File: config.mk
export PLATFORM = sky130hd
export DESIGN_NAME = ltpam_top
export DESIGN_NICKNAME = d
export VERILOG_FILES = /design/src/ltpam_pkg.sv /design/src/ltpam_zone.sv /design/src/ltpam_top.sv
export SDC_FILE = /design/constraint.sdc
export NUM_CORES = 1
export LEC_CHECK = 0
export ABC_AREA = 0
export BUFFER_PORTS_ARGS = -buffer_cell sky130_fd_sc_hd__buf_2
export CAP_MARGIN = 20
export CORE_MARGIN = 2
export CORE_UTILIZATION = 25
export CTS_BUF_LIST = sky130_fd_sc_hd__clkbuf_8
export DETAILED_ROUTE_END_ITERATION = 10
export PLACE_DENSITY = 0.47
export SLEW_MARGIN = 10
export SYNTH_ARGS = -nofsm -noshare
export SYNTH_HDL_FRONTEND = slang
export SYNTH_SLANG_ARGS = --single-unit
File: constraint.sdc
create_clock -name clk_sys -period 8 [get_ports clk_sys]
set_clock_uncertainty 0.2 [all_clocks]
set_input_delay 0.4 -clock clk_sys [delete_from_list [all_inputs] [get_ports clk_sys]]
set_output_delay 0.4 -clock clk_sys [all_outputs]
set_load 0.01 [all_outputs]
File: src/ltpam_pkg.sv
// Constants and types for the logical to physical address mapper
`default_nettype none
package ltpam_pkg;
	localparam int LA_W       = 16;
	localparam int PA_W       = 32;
	localparam int ZONE_W     = 8;
	localparam int SIZE_W     = 5;
	localparam int TGT_W      = 24;
	localparam int UB_W       = 8;
	localparam logic [4:0] SIZE_MIN = 5'h08;
	localparam logic [4:0] SIZE_MAX = 5'h10;
	localparam logic [4:0] ROM_SIZE = 5'h0a;
	localparam logic [15:0] ROM_MIRROR = 16'h03ff;
	localparam logic [15:0] ROM_BASE_LO = 16'h0000;
	localparam logic [SIZE_W-1:0] SIZE_RST = 5'h10;
	localparam logic [TGT_W-1:0]  TGT_RST  = 24'h000000;
	localparam logic [ZONE_W-1:0] ZONE_RST = 8'h00;
	localparam logic [UB_W-1:0]   UB_RST   = 8'h00;
	localparam int NUM_PROG = 2;
	typedef enum logic [1:0] {
		LTPAM_SEL_ROM,
		LTPAM_SEL_LOW,
		LTPAM_SEL_HIGH
	} ltpam_sel_t;
endpackage
`default_nettype wire

File: src/ltpam_zone.sv
// One programmable code mapper: zone compare and address substitution
`timescale 1ns/1ps
`default_nettype none
module ltpam_zone (
	input  wire logic [15:0] log_addr,
	input  wire logic        code_fetch,
	input  wire logic        enable,
	input  wire logic [4:0]  size_log2,
	input  wire logic [7:0]  zone_src,
	input  wire logic [23:0] target,
	input  wire logic [7:0]  upper_byte,
	output logic             hit,
	output logic [31:0]      phys
);
	wire logic [15:0] mask;
	wire logic [15:0] tgt_lo;
	// Fields outside 8..16 clamp so the low byte always passes through
	assign mask = (size_log2 >= ltpam_pkg::SIZE_MAX) ? 16'hffff
		: (size_log2 <= ltpam_pkg::SIZE_MIN) ? 16'h00ff
		: 16'((17'h00001 << size_log2) - 17'h00001);
	// Low byte never compared
	assign hit = code_fetch && enable
		&& (((log_addr[15:8] ^ zone_src) & ~mask[15:8]) == 8'h00);
	assign tgt_lo = {target[15:0] & ~mask} | (log_addr & mask);
	assign phys = {upper_byte, target[23:16], tgt_lo};
endmodule // ltpam_zone
`default_nettype wire

File: src/ltpam_top.sv
// Code-space mapper: two programmable mappers above the boot ROM mapper
// Behaviour
// - Each non-internal code fetch becomes a 32-bit physical bus address.
// - Code mappers react only to code fetches, never data accesses.
// - Zones are power-of-two spans 256B..64K, aligned to their size.
// - Five-bit size is log2 of zone; mask is two to that minus one.
// - Compare logical bits 15..8 to zone value outside mask; low byte ignored.
// - Only an enabled mapper with a successful compare claims an access.
// - Masked low bits from logical address; byte 0 always passes through.
// - 24-bit target supplies physical bits 23..8 outside the mask.
// - Unmatched mappers fall to the next lower; lowest always matches.
// - Bus resources decode bits 23..0; 31..24 carry debug information.
// - Internal RAM and internal special registers never reach the bus.
// - Exactly three code mappers: boot ROM plus two programmable.
// - ROM mapper is lowest priority and always enabled after reset.
// - 1K boot ROM appears at every 1K boundary, 64 images.
// - High mapper outranks low, low outranks ROM mapper.
// - Both programmable mappers are disabled after reset, enabled separately.
// - ROM hit places operand or opcode upper byte on bits 31..24.
`timescale 1ns/1ps
`default_nettype none
module ltpam_top (
	input  wire logic        clk_sys,
	input  wire logic        srst,
	input  wire logic        acc_valid,
	input  wire logic        acc_code,
	input  wire logic        acc_opcode,
	input  wire logic        acc_internal,
	input  wire logic [15:0] log_addr,
	input  wire logic        cfg_we,
	input  wire logic        cfg_sel_high,
	input  wire logic        cfg_enable,
	input  wire logic [4:0]  cfg_size,
	input  wire logic [7:0]  cfg_zone,
	input  wire logic [23:0] cfg_target,
	input  wire logic [7:0]  cfg_operand_byte,
	input  wire logic [7:0]  cfg_opcode_byte,
	input  wire logic        rom_ub_we,
	input  wire logic [7:0]  rom_operand_upper_byte,
	input  wire logic [7:0]  rom_opcode_upper_byte,
	output logic             bus_valid,
	output logic [31:0]      bus_addr,
	output logic [1:0]       hit_vec,
	output logic [1:0]       map_enabled
);
	localparam int N = ltpam_pkg::NUM_PROG;
	logic [N-1:0]  en_ff;
	logic [4:0]    size_ff   [N];
	logic [7:0]    zone_ff   [N];
	logic [23:0]   tgt_ff    [N];
	logic [7:0]    opnd_ff   [N];
	logic [7:0]    opc_ff    [N];
	logic [7:0]    rom_opnd_ff;
	logic [7:0]    rom_opc_ff;
	wire logic [N-1:0] hit;
	wire logic [31:0]  phys [N];
	wire logic [31:0]  rom_phys;
	wire logic         fetch;
	wire logic [31:0]  sel_addr;
	wire ltpam_pkg::ltpam_sel_t sel;
	wire logic [7:0]   rom_ub;

	// Opcode fetches get their own upper byte so a trace can tell them apart
	function automatic logic [7:0] ub_pick(
		input logic       opcode,
		input logic [7:0] opnd_byte,
		input logic [7:0] opc_byte
	);
		ub_pick = opcode ? opc_byte : opnd_byte;
	endfunction

	// Internal RAM and core registers stay inside the core
	assign fetch = acc_valid && acc_code && !acc_internal;

	genvar g;
	generate
		for (g = 0; g < N; g++)
		begin : g_map
			wire logic       mine;
			wire logic [7:0] ub;
			assign mine = cfg_we && (cfg_sel_high == (g == 1));
			assign ub = ub_pick(acc_opcode, opnd_ff[g], opc_ff[g]);
			always_ff @(posedge clk_sys)
			begin
				if (srst)
				begin
					en_ff[g]   <= 1'b0;
					size_ff[g] <= ltpam_pkg::SIZE_RST;
					zone_ff[g] <= ltpam_pkg::ZONE_RST;
					tgt_ff[g]  <= ltpam_pkg::TGT_RST;
					opnd_ff[g] <= ltpam_pkg::UB_RST;
					opc_ff[g]  <= ltpam_pkg::UB_RST;
				end
				else if (mine)
				begin
					en_ff[g]   <= cfg_enable;
					size_ff[g] <= cfg_size;
					zone_ff[g] <= cfg_zone;
					tgt_ff[g]  <= cfg_target;
					opnd_ff[g] <= cfg_operand_byte;
					opc_ff[g]  <= cfg_opcode_byte;
				end
			end
			ltpam_zone u_zone (
				.log_addr   (log_addr),
				.code_fetch (fetch),
				.enable     (en_ff[g]),
				.size_log2  (size_ff[g]),
				.zone_src   (zone_ff[g]),
				.target     (tgt_ff[g]),
				.upper_byte (ub),
				.hit        (hit[g]),
				.phys       (phys[g])
			);
		end
	endgenerate

	always_ff @(posedge clk_sys)
	begin
		if (srst)
		begin
			rom_opnd_ff <= ltpam_pkg::UB_RST;
			rom_opc_ff  <= ltpam_pkg::UB_RST;
		end
		else if (rom_ub_we)
		begin
			rom_opnd_ff <= rom_operand_upper_byte;
			rom_opc_ff  <= rom_opcode_upper_byte;
		end
	end

	// ROM mirrored every 1K; middle bits kept at zero for a 64K ROM window
	assign rom_ub   = ub_pick(acc_opcode, rom_opnd_ff, rom_opc_ff);
	assign rom_phys = {rom_ub, 8'h00,
		ltpam_pkg::ROM_BASE_LO | (log_addr & ltpam_pkg::ROM_MIRROR)};

	// Fixed priority keeps the choice a pure function of this cycle
	assign sel = hit[1] ? ltpam_pkg::LTPAM_SEL_HIGH
		: hit[0] ? ltpam_pkg::LTPAM_SEL_LOW
		: ltpam_pkg::LTPAM_SEL_ROM;
	assign sel_addr = (sel == ltpam_pkg::LTPAM_SEL_HIGH) ? phys[1]
		: (sel == ltpam_pkg::LTPAM_SEL_LOW) ? phys[0] : rom_phys;

	// Combinational so the address is valid in the access cycle
	assign bus_valid = fetch;
	assign bus_addr  = fetch ? sel_addr : 32'h00000000;
	assign hit_vec   = hit;
	assign map_enabled = en_ff;

	mapper_off_a: assert property (
		@(posedge clk_sys) disable iff (srst)
		!en_ff[0] |-> !hit[0])
		else $error("disabled low mapper hit");
	high_off_a: assert property (
		@(posedge clk_sys) disable iff (srst)
		!en_ff[1] |-> !hit[1])
		else $error("disabled high mapper hit");
	data_ignored_a: assert property (
		@(posedge clk_sys) disable iff (srst)
		!acc_code |-> (hit == 2'b00) && !bus_valid)
		else $error("data access claimed");
	internal_kept_a: assert property (
		@(posedge clk_sys) disable iff (srst)
		acc_internal |-> !bus_valid)
		else $error("internal access forwarded");
	idle_quiet_a: assert property (
		@(posedge clk_sys) disable iff (srst)
		!acc_valid |-> !bus_valid && bus_addr == 32'h00000000)
		else $error("idle cycle drove the bus");
	low_byte_a: assert property (
		@(posedge clk_sys) disable iff (srst)
		bus_valid |-> bus_addr[7:0] == log_addr[7:0])
		else $error("low byte not passed");
	high_wins_a: assert property (
		@(posedge clk_sys) disable iff (srst)
		hit[1] |-> bus_addr == phys[1])
		else $error("high mapper lost priority");
	low_wins_a: assert property (
		@(posedge clk_sys) disable iff (srst)
		(hit == 2'b01) |-> bus_addr == phys[0])
		else $error("low mapper lost to rom");
	rom_default_a: assert property (
		@(posedge clk_sys) disable iff (srst)
		(bus_valid && hit == 2'b00) |->
		bus_addr[9:0] == log_addr[9:0] && bus_addr[23:10] == 14'h0000)
		else $error("rom image wrong");
	rom_ub_a: assert property (
		@(posedge clk_sys) disable iff (srst)
		(bus_valid && hit == 2'b00 && acc_opcode) |->
		bus_addr[31:24] == rom_opc_ff)
		else $error("rom opcode byte wrong");
	rom_operand_a: assert property (
		@(posedge clk_sys) disable iff (srst)
		(bus_valid && hit == 2'b00 && !acc_opcode) |->
		bus_addr[31:24] == rom_opnd_ff)
		else $error("rom operand byte wrong");
	reset_off_a: assert property (
		@(posedge clk_sys)
		$past(srst) |-> en_ff == 2'b00)
		else $error("mapper enabled after reset");
	enable_apart_a: assert property (
		@(posedge clk_sys) disable iff (srst)
		(cfg_we && !cfg_sel_high) |=> $stable(en_ff[1]))
		else $error("high enable changed by low write");
	target_a: assert property (
		@(posedge clk_sys) disable iff (srst)
		(hit == 2'b01 && size_ff[0] == ltpam_pkg::SIZE_MIN) |->
		bus_addr[23:8] == tgt_ff[0][23:8])
		else $error("target not substituted");
	exact_zone_a: assert property (
		@(posedge clk_sys) disable iff (srst)
		(hit[0] && size_ff[0] == ltpam_pkg::SIZE_MIN) |->
		log_addr[15:8] == zone_ff[0])
		else $error("small zone compare wrong");
	full_zone_a: assert property (
		@(posedge clk_sys) disable iff (srst)
		(fetch && en_ff[1] && size_ff[1] == ltpam_pkg::SIZE_MAX) |->
		hit[1])
		else $error("full zone missed");

	rom_cov_c: cover property (@(posedge clk_sys) bus_valid && hit == 2'b00);
	low_cov_c: cover property (@(posedge clk_sys) hit == 2'b01);
	high_cov_c: cover property (@(posedge clk_sys) hit == 2'b10);
	both_cov_c: cover property (@(posedge clk_sys) hit == 2'b11);
	idle_cov_c: cover property (@(posedge clk_sys) !acc_valid);
endmodule // ltpam_top
`default_nettype wire

======== Word level (Yosys, flattened, before mapping) ========
Memory sizes are Yosys's and may differ from the RTL's.
Index checks and enable logic that the tools add are counted.
storage, ports and cells
  ROM bits ................................ 0
  memories ................................ 5
  logic and storage cells ................. 85
  bits of input ports ..................... 95
  bits in registers ....................... 18
  output and inout bits ................... 37
  RAM bits ................................ 106
  latch bits .............................. 0
memory list
  name     words  width  rd ports  clocked after Yosys merged registers in  wr ports  line             RTL
  tgt_ff   2      24     2         0                                        2         ltpam_top.sv:50  logic [23:0] tgt_ff [N];
  opc_ff   2      8      2         0                                        2         ltpam_top.sv:52  logic [7:0] opc_ff [N];
  opnd_ff  2      8      2         0                                        2         ltpam_top.sv:51  logic [7:0] opnd_ff [N];
  zone_ff  2      8      2         0                                        2         ltpam_top.sv:49  logic [7:0] zone_ff [N];
  size_ff  2      5      2         0                                        2         ltpam_top.sv:48  logic [4:0] size_ff [N];
operators by class
  muxes and demuxes ....................... 30
  shift-type cells ........................ 2
  eq/ne operators ......................... 2
  reductions and logical operators ........ 11
  bitwise gates (word level) .............. 25
  order comparisons ....................... 4
  multipliers ............................. 0
  add/subtract/negate cells ............... 2
  div/mod/pow operators ................... 0
operators by type and width
  operator                                                               number
  32-bit 2-to-1 mux                                                      3
  8-bit 2-to-1 mux                                                       9
  16-bit bitwise AND                                                     4
  16-bit 2-to-1 mux                                                      4
  24-bit 2-to-1 mux                                                      2
  16-bit NOT                                                             2
  16-bit OR                                                              2
  1-bit by 5-bit << shifter with 16-bit output, first input constant     2
  16-bit by 1-bit subtractor with 16-bit output, second input constant   2
  8-bit bitwise AND                                                      2
  8-bit logical NOT                                                      2
  8-bit NOT                                                              2
  8-bit bitwise XOR                                                      2
  5-bit greater-or-equal comparator, second input constant               2
  5-bit by 4-bit <= comparator with 1-bit output, second input constant  2
  5-bit 2-to-1 mux                                                       2
  1-bit OR                                                               10
  1-bit 2-to-1 mux                                                       9
  1-bit logical AND                                                      8
  2-bit by 1-bit == test with 1-bit output, second input constant        1
  2-bit == test, second input constant                                   1
  2-bit 2-to-1 mux                                                       1
  1-bit logical NOT                                                      1
  1-bit NOT                                                              1

======== Logic depth before layout (Yosys ltp) ========
An unclocked memory read counts as a cell.
  word-level depth ........................ 15
  depth in mapped cells ................... 13
  gate-level depth less buffers ........... 11

======== Cells and area by module ========
From an unflattened synthesis, not the netlist that was laid out.
unflattened totals
  cell total of the unflattened synthesis .. 578
  area, all modules ....................... 6852.8 um2
by module, submodules not included
  module                        times used  area an instance (um2)  seq. area each (um2)  cells an instance
  ltpam_top                     1           5667.9                  3543.4                425
  ltpam_zone (g_map[0].u_zone)  1           594.3                   0.0                   77
  ltpam_zone (g_map[1].u_zone)  1           590.6                   0.0                   76

======== Least setup slack after synthesis ========
No wires, ideal clock.
  path type ............................... flip-flop to output port
  from .................................... memory size_ff[1][3]
  to ...................................... output port bus_addr[8]
  data required time ...................... 7400 ps
  arrival time ............................ 3057 ps
  stages on the path, launching flop included .. 14
  buffers on the path ..................... 3
  slack ................................... 4343 ps
  path through ............................ edfxtp_1 > buf_2 > nor4_1 > nand2b_1 > ha_1 > or3_1 > a21oi_1 > nor3_1 > or4_1 > inv_1 > buf_4 > buf_2 > a31oi_1 > a21oi_1
RTL lines
  element             line             RTL
  start: declaration  ltpam_top.sv:48
  end: declaration    ltpam_top.sv:42  output logic [31:0] bus_addr,

==> impl_summary.log <==
INFO  metric utilization = between 30% and 40%
INFO  metric crit_path_start_kind = flip-flop
INFO  metric sequential_cell_area = 0.00330 sq mm
INFO  metric buffer_ports.inserted = 127
INFO  metric pin_count_of_the_biggest_net_entering_global_routing = slightly above 50
INFO  metric die_width = 156 um
INFO  metric multi_input_area = around 0.0023 sq mm
INFO  metric hold_viol_final = 0
INFO  metric gate_count_post_synth = slightly above 500
INFO  metric report.final.slew_viol_count = 0
INFO  metric global_route_met1_utilization = 17.5%
INFO  metric grtUsageTotal = 13.6%
INFO  metric drt_pre_antenna_iters = 5
INFO  metric synth_seq_area_share = between 50% and 60%
INFO  metric compound_gate_fraction_of_synth_area = 10.1%
INFO  metric tightestPinTransition = about 0.91 ns
INFO  metric max_freq = just under 200 MHz
INFO  metric startpoint_of_the_worst_hold_path = rom_opcode_upper_byte[7]
INFO  metric r2r.worst_path.cells = 2
INFO  metric placeableCoreArea = 0.0227 sq mm
INFO  metric core.rowCount = between 50 and 60
INFO  metric final_min_period_over_clock_period = 64.2%
INFO  metric path_max_fanout = 22
INFO  metric synth_cell_types = slightly below 50
INFO  metric yosys_warnings = 0
INFO  metric tns_setup = 0 ns
INFO  metric status = complete, no violations
INFO  metric yosys.area_share.simple = 19.1%
INFO  metric setup_viol = 0
INFO  metric synth_flop_cell = edfxtp_1
INFO  metric drt_wl_total = 16100 um
INFO  metric grt-ovfl-total = 0
INFO  metric synth_nets = 610
INFO  metric filler_cell_count = ~2400
INFO  metric average_wire_per_cell_in_the_routed_design = 17.2 um
INFO  metric place_hpwl = 10700 um
INFO  metric syn_area_per_cell = between 10 and 15 sq um
INFO  metric floorplan.die_area = 0.0245 sq mm
INFO  metric area_growth_syn_to_layout = 24.0%
INFO  metric largest_family_of_logic_cells_by_synthesized_area = simple AND/OR/NAND/NOR gates
INFO  metric grtUsageMet2 = 22.4%
INFO  metric endpoint_kind = output pin
INFO  metric floorplan.die.height = 156 um
INFO  metric cp-startpoint = size_ff[1][4]
INFO  metric viasPerCell = 4.56
INFO  metric drt_iter0_drc = approximately 340
INFO  metric timing.setup.critical_path_class = reg -> out
INFO  metric cts_setup_buffers = 0
INFO  metric grt_antenna_before_repair = 0
INFO  metric synth_fa_ha_area_share = 0.431%
INFO  metric cp_data_required_time = 7.40 ns
INFO  metric arrival_time_at_the_worst_endpoint = 4.54 ns
INFO  metric synth_xor_xnor_area_share = 2.71%
INFO  metric numPlacedInstances = 890
INFO  metric muxShareOfSynthArea = 6.55%
INFO  metric fin_worst_hold_slack = 0.0238 ns
INFO  metric worst_hold_path_stage_count = 3
INFO  metric synth-seq-cells = between 100 and 150
INFO  metric vdd_ir_drop_max = 0.0000661 V
INFO  metric place_congestion = between 0.7 and 0.8
INFO  metric cts_htree_levels = 4
INFO  metric layoutNonFillerInstCount = 936
INFO  metric power_density = 198 mW/mm^2
INFO  metric vias = 4265
INFO  metric grt_most_used_layer = met2
INFO  metric ios = 132
INFO  metric final_layout_size_suffix_gt1_share = a little over a quarter
INFO  metric global_route_wire_length_before_repair = 24700 um
INFO  metric drv_cap = 0
INFO  metric final_critical_path_setup_slack = 2.86 ns
INFO  metric asyncSetResetFlopFracSynth = 0%
INFO  metric r2r_start = map_enabled[1]
INFO  metric tritoncts = done
INFO  metric cts.reportedPaths.clkPinSlew = 0.08 ns
INFO  metric initial_core_util = 25.6%
INFO  metric grt_setup_unrepaired = no
INFO  metric finalWorstPathRequiredPeriod = 5.14 ns
INFO  metric number_of_remaining_drc_errors = 0
INFO  metric detail-route-antenna-nets = 0
INFO  metric slew-limit-headroom = 39.1%
INFO  metric finish.net_count = 735
INFO  metric clock_insertion_delay_worst_skew = around 0.43 ns
INFO  metric diodes = 0
INFO  metric first_global_vias = 4417
INFO  metric cts_made_buffers = 17
INFO  metric cts.sink_count = 116
INFO  metric min-delay-path-class = in -> reg
INFO  metric syn-cell-area = 0.00581 sq mm
INFO  metric post_cts_resize_count = 0
INFO  metric pleak = 0.00290 uW
INFO  metric cts_root_buffer = clkbuf_8
INFO  metric dp_worst_setup_slack = 3.30 ns
INFO  metric clk_path_buf_depth = 2
INFO  metric grtUsageMet3 = 3.41%
INFO  metric edff_count_synth = 98
## cells in the final DEF, fill, tap and decap left out, types with 8 or more instances in the layout
master | synthesis | routed
dfxtp_1 | 18 | 18
and2_1 | 102 | 102
mux2i_1 | 29 | 29
xor2_1 | 11 | 11
mux2_2 | 8 | 8
clkbuf_8 | 0 | 17
a21oi_1 | 20 | 20
edfxtp_1 | 98 | 98
inv_1 | 12 | 13
buf_2 | 10 | 127
nand2_1 | 24 | 24
a31oi_1 | 18 | 18
nor2_1 | 29 | 29
o21ai_0 | 16 | 16
nand3_1 | 16 | 16
a22o_1 | 8 | 8
dlygate4sd3_1 | 0 | 14
## logic make-up after synthesis
kind of cell | after synthesis
multiplexers | 37
AND/OR/NAND/NOR | 196
XOR/XNOR | 18
AO/OA/AOI/OAI | 91
flip-flops | 116
adder cells (fa/ha/maj) | 2
buffers and inverters | 53
## final timing paths
path,to,slack [ns]
hold reg to reg,rom_opc_ff[5],0.30
hold / removal,rom_opc_ff[7],0.02
setup / recovery,bus_addr[4],2.86
setup reg to reg,map_enabled[1],7.11
## cell usage after synthesis, types with 10 or more instances
| cell type | number | share of area, % |
|---|---|---|
| a21oi_1 | 20 | 1.7 |
| a31oi_1 | 18 | 1.9 |
| and2_1 | 102 | 11 |
| buf_2 | 10 | 0.86 |
| clkbuf_1 | 23 | 1.5 |
| dfxtp_1 | 18 | 6.2 |
| edfxtp_1 | 98 | 51 |
| inv_1 | 12 | 0.78 |
| mux2i_1 | 29 | 5.0 |
| nand2_1 | 24 | 1.6 |
| nand3_1 | 16 | 1.4 |
| nor2_1 | 29 | 1.9 |
| o21ai_0 | 16 | 1.4 |
| xor2_1 | 11 | 1.7 |
## area by class of cell
class | instances | area share, %
Timing Repair Buffer | 147 | 11.4
Sequential cell | 116 | 45.8
Clock buffer | 17 | 3.25
Multi-Input combinational cell | 344 | 31.8
Tap cell | 285 | 4.95
Inverter | 12 | 0.625
Clock inverter | 15 | 2.15
## layer usage
metal	part of all wire (%)	up-vias
met3	5.0	13
met1	47	2046
met2	47	114
met5	0	-
met4	1.3	0
li1	-	2092
## state kept, by name (all words and copies together) (netlist names)
| register | count |
|---|---|
| rom_opnd_ff | 8 |
| size_ff | 10 |
| rom_opc_ff | 8 |
| map_enabled | 2 |
| zone_ff | 16 |
| tgt_ff | 40 |
| opnd_ff | 16 |
| opc_ff | 16 |
## power by group
part | internal (uW) | total, uW | switching (uW)
Clock | 279 | 552 | 273
Sequential | 704 | 729 | 25.0
Combinational | 64.2 | 143 | 78.7
## timing repair
| item | 4_1_cts | 5_1_grt |
|---|---|---|
| endpoints found under the hold margin | 15 | 0 |
| endpoints found under the setup margin | 0 | 0 |
| hold buffers | 14 | 0 |
## critical path, cell delays in order (launching register included)
cell	delay (ns)
edfxtp_1	0.56
nor4_1	0.39
nand2b_1	0.10
ha_1	0.30
or3_1	0.39
a21oi_1	0.20
nor3_1	0.07
or4_1	0.53
inv_1	0.65
nand3b_1	0.34
and2_1	0.27
a21oi_1	0.14
buf_2	0.15
## through the flow
step                      instance area, sq um  power [uW]
after floorplan                           5810         822
after global placement                    6680         880
after detailed placement                  6680         882
after CTS                                 7210        1440
after global routing                      7210        1490
final                                     7210        1420
Power figures use the tool's default switching activity.
